### src/include/smc_pkg.sv
package smc_pkg;

  // APB address width and register indices; byte address is four times index.
  localparam int APB_AW = 20;
  localparam logic [15:0] IDX_OSC_CTRL = 16'hFE0E;
  localparam logic [15:0] IDX_PWR_CTRL = 16'hFE10;
  localparam logic [15:0] IDX_IRQ_STAT = 16'hFE11;
  localparam logic [15:0] IDX_IRQ_MASK = 16'hFE12;
  localparam logic [19:0] ADDR_OSC_CTRL = {2'h0, IDX_OSC_CTRL, 2'h0};
  localparam logic [19:0] ADDR_PWR_CTRL = {2'h0, IDX_PWR_CTRL, 2'h0};
  localparam logic [19:0] ADDR_IRQ_STAT = {2'h0, IDX_IRQ_STAT, 2'h0};
  localparam logic [19:0] ADDR_IRQ_MASK = {2'h0, IDX_IRQ_MASK, 2'h0};

  // Power-control fields.
  localparam int PC_IDLE = 0;
  localparam int PC_STOP = 1;
  localparam int PC_XTAL_HOLD = 2;
  localparam logic [7:0] PC_RESET = 8'h00;
  localparam logic [7:0] PC_WR_MASK = 8'h07;

  // Oscillation-control fields; bit 7 reads the crystal output pin level, bit 6 reads the input pin level only while OC_XT_EN is clear.
  localparam int OC_CF_EN = 0;
  localparam int OC_XT_EN = 1;
  localparam int OC_XT_FB = 2;
  localparam int OC_RC_EN = 3;
  localparam int OC_BT_RC = 4;
  localparam int OC_XT1_LVL = 6;
  localparam int OC_XT2_LVL = 7;
  localparam logic [7:0] OC_RESET = 8'h01;
  localparam logic [7:0] OC_WR_MASK = 8'h1F;

  // Interrupt events.
  localparam int EV_STOP_WAKE = 0;
  localparam int EV_IDLE_EXIT = 1;
  localparam int EV_STBY_RESET = 2;
  localparam int EV_W = 3;

  // External interrupt lines that may end deep stop (lines 0-2, 4, 5).
  localparam logic [5:0] EXT_WAKE_MASK = 6'h37;
  localparam int SYNC_W = 3;

  typedef enum logic [2:0] {
    MODE_RESET,
    MODE_NORMAL,
    MODE_IDLE,
    MODE_STOP,
    MODE_XSTOP
  } smc_mode_t;

endpackage

### src/core/smc_sync.sv
`timescale 1ns/1ps
module smc_sync #(
  parameter int WIDTH = 1,
  parameter logic [WIDTH-1:0] INIT = '0
) (
  input wire logic ref_clk,
  input wire logic resetn,
  input wire logic [WIDTH-1:0] async,
  output logic [WIDTH-1:0] synced
);

  logic [WIDTH-1:0] stage1;
  logic [WIDTH-1:0] next_stage1;
  logic [WIDTH-1:0] next_synced;

  // Two flip-flops per bit; only the second stage is read outside.
  always_comb
  begin
    next_stage1 = async;
    next_synced = stage1;
  end

  always_ff @(posedge ref_clk)
  begin
    if (!resetn)
    begin
      stage1 <= INIT;
      synced <= INIT;
    end
    else
    begin
      stage1 <= next_stage1;
      synced <= next_synced;
    end
  end

endmodule

### src/core/smc_irq.sv
`timescale 1ns/1ps
module smc_irq #(
  parameter int WIDTH = 3
) (
  input wire logic ref_clk,
  input wire logic resetn,
  input wire logic [WIDTH-1:0] events,
  input wire logic clearWrite,
  input wire logic maskWrite,
  input wire logic [WIDTH-1:0] wrData,
  output logic [WIDTH-1:0] status,
  output logic [WIDTH-1:0] mask,
  output logic irq
);

  logic [WIDTH-1:0] next_status;
  logic [WIDTH-1:0] next_mask;

  // Sticky status cleared by writing ones; a new event wins over a clear.
  always_comb
  begin
    next_status = status;
    next_mask = mask;
    if (clearWrite)
    begin
      next_status = status & ~wrData;
    end
    next_status = next_status | events;
    if (maskWrite)
    begin
      next_mask = wrData;
    end
  end

  always_ff @(posedge ref_clk)
  begin
    if (!resetn)
    begin
      status <= '0;
      mask <= '0;
    end
    else
    begin
      status <= next_status;
      mask <= next_mask;
    end
  end

  // Level interrupt while any unmasked status bit is set.
  assign irq = |(status & mask);

endmodule

### src/core/smc_top.sv
// Design decision made here: the APB slave port.
`timescale 1ns/1ps
module smc_top (
  input wire logic ref_clk,
  input wire logic resetn,
  input wire logic psel,
  input wire logic penable,
  input wire logic pwrite,
  input wire logic [smc_pkg::APB_AW-1:0] paddr,
  input wire logic [31:0] pwdata,
  output logic [31:0] prdata,
  output logic pready,
  output logic pslverr,
  input wire logic externalResetPinN,
  input wire logic wdtReset,
  input wire logic wdtRcRequest,
  input wire logic [5:0] externalInterrupt,
  input wire logic port0Irq,
  input wire logic usbHostControllerBusActive,
  input wire logic baseTimerIrq,
  input wire logic remoteIrq,
  input wire logic anyIrqAccepted,
  input wire logic baseTimerRunning,
  input wire logic crystalInputPin,
  input wire logic crystalOutputPin,
  output logic cpuRun,
  output logic periphRun,
  output logic serialUsbPartRun,
  output logic remoteRun,
  output logic baseTimerClkEn,
  output logic crystalOscEn,
  output logic crystalFeedbackEn,
  output logic crystalPinOscMode,
  output logic crystalOutputHoldHigh,
  output logic ceramicOscEn,
  output logic ceramicOutputHoldHigh,
  output logic rcOscEn,
  output logic irq
);
  import smc_pkg::*;

  smc_mode_t mode, next_mode;
  logic [7:0] powerControl, next_powerControl;
  logic [7:0] oscillationControl, next_oscillationControl;
  logic next_cpuRun, next_periphRun, next_serialUsbPartRun, next_remoteRun;
  logic next_baseTimerClkEn, next_crystalOscEn, next_crystalFeedbackEn;
  logic next_crystalPinOscMode, next_crystalOutputHoldHigh;
  logic next_ceramicOscEn, next_ceramicOutputHoldHigh, next_rcOscEn;
  logic [31:0] next_prdata;
  logic [SYNC_W-1:0] pinSync;
  logic resetPinN, xtInLevel, xtOutLevel;
  logic rstCond, deepWake, holdWake, setupPhase, writeDone, mapped;
  logic [EV_W-1:0] events, irqStatus, irqMask;

  // The reset pin and both crystal pins pass two flip-flops; wake inputs are used unsynchronised.
  smc_sync #(.WIDTH(SYNC_W), .INIT(3'h1)) u_sync (
    .ref_clk(ref_clk),
    .resetn(resetn),
    .async({crystalOutputPin, crystalInputPin, externalResetPinN}),
    .synced(pinSync)
  );
  assign resetPinN = pinSync[0];
  assign xtInLevel = pinSync[1];
  assign xtOutLevel = pinSync[2];

  // Reset conditions and wake sources for the two stop modes.
  assign rstCond = !resetPinN || wdtReset;
  assign deepWake = |(externalInterrupt & EXT_WAKE_MASK) || port0Irq
    || usbHostControllerBusActive;
  assign holdWake = deepWake || baseTimerIrq || remoteIrq;

  // APB decode; zero wait states, error on unmapped addresses.
  assign pready = 1'b1;
  assign setupPhase = psel && !penable;
  assign mapped = (paddr == ADDR_OSC_CTRL) || (paddr == ADDR_PWR_CTRL)
    || (paddr == ADDR_IRQ_STAT) || (paddr == ADDR_IRQ_MASK);
  assign pslverr = psel && penable && !mapped;
  assign writeDone = psel && penable && pwrite && mapped;

  // Mode sequencing, register updates and per-mode gating.
  always_comb
  begin
    next_mode = mode;
    next_powerControl = powerControl;
    next_oscillationControl = oscillationControl;
    events = '0;
    if (writeDone && paddr == ADDR_PWR_CTRL)
    begin
      next_powerControl = pwdata[7:0] & PC_WR_MASK;
    end
    if (writeDone && paddr == ADDR_OSC_CTRL)
    begin
      next_oscillationControl = pwdata[7:0] & OC_WR_MASK;
    end
    case (mode)
      MODE_RESET:
      begin
        next_powerControl = PC_RESET;
        next_oscillationControl = OC_RESET;
        if (!rstCond)
        begin
          next_mode = MODE_NORMAL;
        end
      end
      MODE_NORMAL:
      begin
        if (rstCond)
        begin
          next_mode = MODE_RESET;
        end
        else if (powerControl[PC_STOP])
        begin
          next_mode = powerControl[PC_XTAL_HOLD] ? MODE_XSTOP : MODE_STOP;
        end
        else if (powerControl[PC_IDLE])
        begin
          next_mode = MODE_IDLE;
        end
      end
      MODE_IDLE:
      begin
        if (rstCond)
        begin
          next_mode = MODE_RESET;
          events[EV_STBY_RESET] = 1'b1;
        end
        else if (anyIrqAccepted)
        begin
          next_mode = MODE_NORMAL;
          next_powerControl[PC_IDLE] = 1'b0;
          events[EV_IDLE_EXIT] = 1'b1;
        end
      end
      MODE_STOP, MODE_XSTOP:
      begin
        if (rstCond)
        begin
          next_mode = MODE_RESET;
          events[EV_STBY_RESET] = 1'b1;
        end
        else if (mode == MODE_STOP ? deepWake : holdWake)
        begin
          next_mode = MODE_IDLE;
          next_powerControl[PC_STOP] = 1'b0;
          events[EV_STOP_WAKE] = 1'b1;
        end
      end
      default:
      begin
        next_mode = MODE_RESET;
      end
    endcase
    next_cpuRun = (next_mode == MODE_NORMAL);
    next_serialUsbPartRun = (next_mode == MODE_NORMAL);
    next_periphRun = (next_mode == MODE_NORMAL)
      || (next_mode == MODE_IDLE);
    next_remoteRun = (next_mode != MODE_RESET)
      && (next_mode != MODE_STOP);
    next_baseTimerClkEn = next_remoteRun;
    next_crystalPinOscMode = ((next_mode == MODE_NORMAL)
      || (next_mode == MODE_IDLE)) && next_oscillationControl[OC_XT_EN];
    next_crystalOscEn = next_oscillationControl[OC_XT_EN]
      && next_remoteRun;
    next_crystalFeedbackEn = next_oscillationControl[OC_XT_FB]
      && (next_mode != MODE_RESET);
    next_crystalOutputHoldHigh = (next_mode == MODE_STOP)
      && next_oscillationControl[OC_XT_EN];
    next_ceramicOscEn = (next_mode == MODE_RESET)
      || (next_periphRun && next_oscillationControl[OC_CF_EN]);
    next_ceramicOutputHoldHigh = !next_ceramicOscEn;
    if (next_mode == MODE_XSTOP && oscillationControl[OC_BT_RC]
        && baseTimerRunning)
    begin
      next_rcOscEn = rcOscEn || wdtRcRequest;
    end
    else if (next_periphRun)
    begin
      next_rcOscEn = next_oscillationControl[OC_RC_EN] || wdtRcRequest;
    end
    else
    begin
      next_rcOscEn = wdtRcRequest && (next_mode != MODE_RESET);
    end
  end

  always_ff @(posedge ref_clk)
  begin
    if (!resetn)
    begin
      mode <= MODE_RESET;
      powerControl <= PC_RESET;
      oscillationControl <= OC_RESET;
      cpuRun <= 1'b0;
      periphRun <= 1'b0;
      serialUsbPartRun <= 1'b0;
      remoteRun <= 1'b0;
      baseTimerClkEn <= 1'b0;
      crystalOscEn <= 1'b0;
      crystalFeedbackEn <= 1'b0;
      crystalPinOscMode <= 1'b0;
      crystalOutputHoldHigh <= 1'b0;
      ceramicOscEn <= 1'b1;
      ceramicOutputHoldHigh <= 1'b0;
      rcOscEn <= 1'b0;
    end
    else
    begin
      mode <= next_mode;
      powerControl <= next_powerControl;
      oscillationControl <= next_oscillationControl;
      cpuRun <= next_cpuRun;
      periphRun <= next_periphRun;
      serialUsbPartRun <= next_serialUsbPartRun;
      remoteRun <= next_remoteRun;
      baseTimerClkEn <= next_baseTimerClkEn;
      crystalOscEn <= next_crystalOscEn;
      crystalFeedbackEn <= next_crystalFeedbackEn;
      crystalPinOscMode <= next_crystalPinOscMode;
      crystalOutputHoldHigh <= next_crystalOutputHoldHigh;
      ceramicOscEn <= next_ceramicOscEn;
      ceramicOutputHoldHigh <= next_ceramicOutputHoldHigh;
      rcOscEn <= next_rcOscEn;
    end
  end

  // Read data is captured in the setup cycle and held for the access cycle.
  always_comb
  begin
    next_prdata = prdata;
    if (setupPhase)
    begin
      next_prdata = 32'h0000_0000;
      if (paddr == ADDR_OSC_CTRL)
      begin
        next_prdata[7:0] = oscillationControl;
        next_prdata[OC_XT1_LVL] = xtInLevel
          && !oscillationControl[OC_XT_EN];
        next_prdata[OC_XT2_LVL] = xtOutLevel;
      end
      else if (paddr == ADDR_PWR_CTRL)
      begin
        next_prdata[7:0] = powerControl;
      end
      else if (paddr == ADDR_IRQ_STAT)
      begin
        next_prdata[EV_W-1:0] = irqStatus;
      end
      else if (paddr == ADDR_IRQ_MASK)
      begin
        next_prdata[EV_W-1:0] = irqMask;
      end
    end
  end

  always_ff @(posedge ref_clk)
  begin
    if (!resetn)
    begin
      prdata <= 32'h0000_0000;
    end
    else
    begin
      prdata <= next_prdata;
    end
  end

  // Sticky event flags with mask and one level interrupt.
  smc_irq #(.WIDTH(EV_W)) u_irq (
    .ref_clk(ref_clk),
    .resetn(resetn),
    .events(events),
    .clearWrite(writeDone && paddr == ADDR_IRQ_STAT),
    .maskWrite(writeDone && paddr == ADDR_IRQ_MASK),
    .wrData(pwdata[EV_W-1:0]),
    .status(irqStatus),
    .mask(irqMask),
    .irq(irq)
  );
endmodule

### config.mk
export PLATFORM = sky130hd
export DESIGN_NAME = smc_top
export DESIGN_NICKNAME = d
export VERILOG_FILES = /design/src/include/smc_pkg.sv /design/src/core/smc_sync.sv /design/src/core/smc_irq.sv /design/src/core/smc_top.sv
export SDC_FILE = /design/constraint.sdc
export NUM_CORES = 1
export LEC_CHECK = 0
export BUFFER_PORTS_ARGS = -buffer_cell sky130_fd_sc_hd__buf_2
export CAP_MARGIN = 20
export CORE_MARGIN = 2
export CORE_UTILIZATION = 35
export DETAILED_ROUTE_END_ITERATION = 10
export GPL_ROUTABILITY_DRIVEN = 0
export GPL_TIMING_DRIVEN = 0
export PLACE_DENSITY = 0.79
export RECOVER_POWER = 25
export SLEW_MARGIN = 20
export SYNTH_ARGS = -nofsm -noshare
export SYNTH_HDL_FRONTEND = slang
export SYNTH_SLANG_ARGS = --single-unit
### constraint.sdc
create_clock -name ref_clk -period 2.55 [get_ports ref_clk]
set_input_delay 0.51 -clock ref_clk [delete_from_list [all_inputs] [get_ports ref_clk]]
set_output_delay 0.51 -clock ref_clk [all_outputs]
set_load 0.02 [all_outputs]
==> summary.txt <==
=================================================================================
Run status                                                              completed
Average detailed-routed wire length per instance                         11.80 um
Pins over their slew limit                                                      0
Via-per-instance ratio                                                      4.692
Ranking of synthesized cells by area                                 dfxtp_1 (39%), buf_4 (10%), mux2i_1 (6.3%), nor4b_4 (3.5%), o21ai_0 (2.7%)
Die outline width                                                        80.76 um
Clock Tree Root                                                          clkbuf_8
Most frequently used cell type in the post-synthesis netlist              dfxtp_1
VDD IR max                                                            0.0002391 V
Global router's overall resource usage                                     14.30%
Number of buffers created by CTS                                                5
Register bit count reported by yosys                                           40
Power per cell area                                                  503.3 nW/um2
List of most frequent post-synthesis cells                           dfxtp_1 (40), buf_4 (28), nand2_1 (14), nor2_1 (14), mux2i_1 (13)
RSZ-0062 raised after global routing                                           no
Final Hold Fails                                                                0
Wire length of the first global-routing pass                             7.293 mm
Sequential cell area in the final layout                                800.8 um2
Avg Inst Size Synth                                                     9.373 um2
Flip-flop cell with the highest count after synthesis                     dfxtp_1
Number of global-route vias before repair                                   1,657
Largest area contributor in the netlist                                   dfxtp_1
Initial standard-cell utilization of the core                              36.77%
Start-to-end type of the worst setup path                            primary input to primary output
Number of core rows                                                            27
Area taken by multi-input logic gates                                    1094 um2
Die span in y                                                            80.76 um
Final design utilization                                                   47.57%
Hold crit path type                                                  primary input to register
Clock-pin transition on the worst setup and hold timing paths               70 ps
Synth-to-Final Area Change                                                 29.37%
Slew @ Worst Pin                                                         573.2 ps
Synthesis warning total                                                         0
Diode insertion count for antenna repair                                        0
Number of vias in the routed layout                                         1,825
Source-to-sink clock delay at the later pin of the worst-skew pair         290 ps
Synthesized netlist cell count                                                220
CP arrival                                                                1880 ps
Netlist area before placement                                            2062 um2
Share of synthesized area occupied by flip-flops and latches               38.83%
Clock tree from TritonCTS                                                    done
Fill cell instance count of the final layout                                  568
Number of levels the H-tree was split into                                      2
EDFF count, synth                                                               0
Pin count of the biggest net entering global routing                           13
Final period utilization                                                   93.56%
Leakage dissipation                                                      1.212 nW
Core box area                                                            5608 um2
Number of nets with antenna violations after detailed routing                   0
Ys async rst share                                                             0%
Worst slew margin relative to its limit                                    61.38%
Worst EP required                                                         2040 ps
Buffers on Ports                                                               65
Final-stage net count                                                         390
Grt total ovfl                                                                  0
Critical path startpoint category                                    primary input
Die Outline Area                                                         6521 um2
Number of sinks on the clock net                                               40
Maximum clock insertion buffer count                                            2
Sum of negative setup slack                                                  0 ps
Post-layout minimum cycle time                                            2386 ps
Post-DP HPWL                                                             3.721 mm
DRC violations left                                                             0
Total I/O pin count                                                           121
Max Fanout on Critical Path                                                     7
Max Cap Viol                                                                    0
DRC violation total after the first TritonRoute iteration                     119
Maximum achievable frequency                                           0.4191 GHz
Proportion of layout cells with a drive suffix above 1                     34.07%
Initial antenna violation count                                                 0
Type of destination of the critical path                             primary output
Proportion of netlist area held by the largest area contributor            38.83%
Yosys cell types                                                               42
Count of endpoints failing setup in the final report                            0
Total length of routed wires                                             4.589 mm
Clock Skews                                                              2.659 ps
DRT Pass-1 Iters                                                                4
=================================================================================
flip-flops by register name (all words and copies together) (netlist names):
name / count
u_irq.mask: 3
crystalFeedbackEn: 1
ceramicOscEn: 1
serialUsbPartRun: 1
prdata: 7
rcOscEn: 1
crystalOscEn: 1
crystalPinOscMode: 1
periphRun: 1
oscillationControl: 5
mode: 3
u_sync.next_synced: 3
crystalOutputHoldHigh: 1
powerControl: 3
u_irq.status: 3
u_sync.synced: 3
baseTimerClkEn: 1
ceramicOutputHoldHigh: 1
worst max-delay path, cell delays in order:
cell,delay [ps]
buf_2,110
nor4b_4,310
nand4_4,180
nor4b_4,450
a211oi_1,120
buf_2,190
cells in the final DEF (no fill, tap or decap), types with 3 or more instances in the layout:
master / instances
nor4b_4: 3
a21boi_0: 6
nor3b_1: 5
nor3_1: 3
dfxtp_1: 40
a21oi_1: 4
nor2b_1: 5
clkbuf_1: 14
buf_2: 55
mux2i_1: 13
conb_1: 26
buf_4: 28
nor3b_2: 3
nor2_1: 14
inv_1: 8
and2_1: 6
o21ai_0: 11
a221oi_1: 3
nand3_1: 10
nand2_1: 14
nand2b_1: 6
nand4b_1: 5
and3_1: 4
clkbuf_8: 5
where the power goes:
part	leakage [nW]	internal [W]	switching, W	total [W]
Clock	0.0552	0.000290	0.000213	0.000504
Sequential	0.325	0.000637	0.00000547	0.000643
Combinational	0.832	0.0000853	0.000111	0.000196
Total	1.21	0.00101	0.000330	0.00134
area by class of cell:
class                   instances  share of cell area (%)
clock inverters                 2                   1.313
plain buffers                  32                   8.724
clock buffers                   6                   2.720
multi-input cells             164                   40.99
inverters                       8                   1.126
well taps                      72                   3.377
repair buffers                 65                   11.73
flip-flops and latches         40                   30.02
stage by stage:
stage	setup slack [ps]	power, W	hold WS [ps]	cells	cell area (um2)
2_1_floorplan	303.7	0.0007880	386.3	244	2152
3_5_place_dp	-98.18	0.0008529	424.1	381	2567
4_1_cts	158.5	0.001354	397.0	389	2680
6_report	164.2	0.001342	404.0	389	2668
3_3_place_gp	-84.83	0.0008493	393.5	381	2567
5_1_grt	40.84	0.001400	411.5	389	2668
final timing paths:
path,from,end,slack (ps),cells after the start
setup / recovery,paddr[9],pslverr,160,6
hold / removal,externalResetPinN,u_sync.next_synced[0],400,2
setup reg to reg,mode[2],rcOscEn,490,5
hold reg to reg,u_sync.next_synced[0],u_sync.synced[0],440,1
metal layers:
| metal | wire length, um | vias up | track usage, % | part of all wire (%) |
|---|---|---|---|---|
| met5 | 0 | - | 0 | 0 |
| met4 | 23 | 0 | 3.729 | 0.50 |
| met3 | 392 | 5 | 4.000 | 8.5 |
| met2 | 2393 | 72 | 25.67 | 52 |
| met1 | 1780 | 838 | 16.75 | 39 |
| li1 | - | 910 | - | - |
logic make-up after synthesis:
kind of cell / share of synthesized area [%]
flops: 38.84
compound gates: 9.830
simple gates: 30.95
buf+inv: 12.74
mux: 6.857
other cells: 0.3642
xor+xnor: 0.4248
what timing repair did:
item                       4_1_cts  5_1_grt
hold endpoints to repair         0        0
resized for setup                1        0
setup endpoints to repair        1        0
setup buffers                    0        0
hold buffers                     0        0
Note: power is estimated with default switching activity, not from simulation.
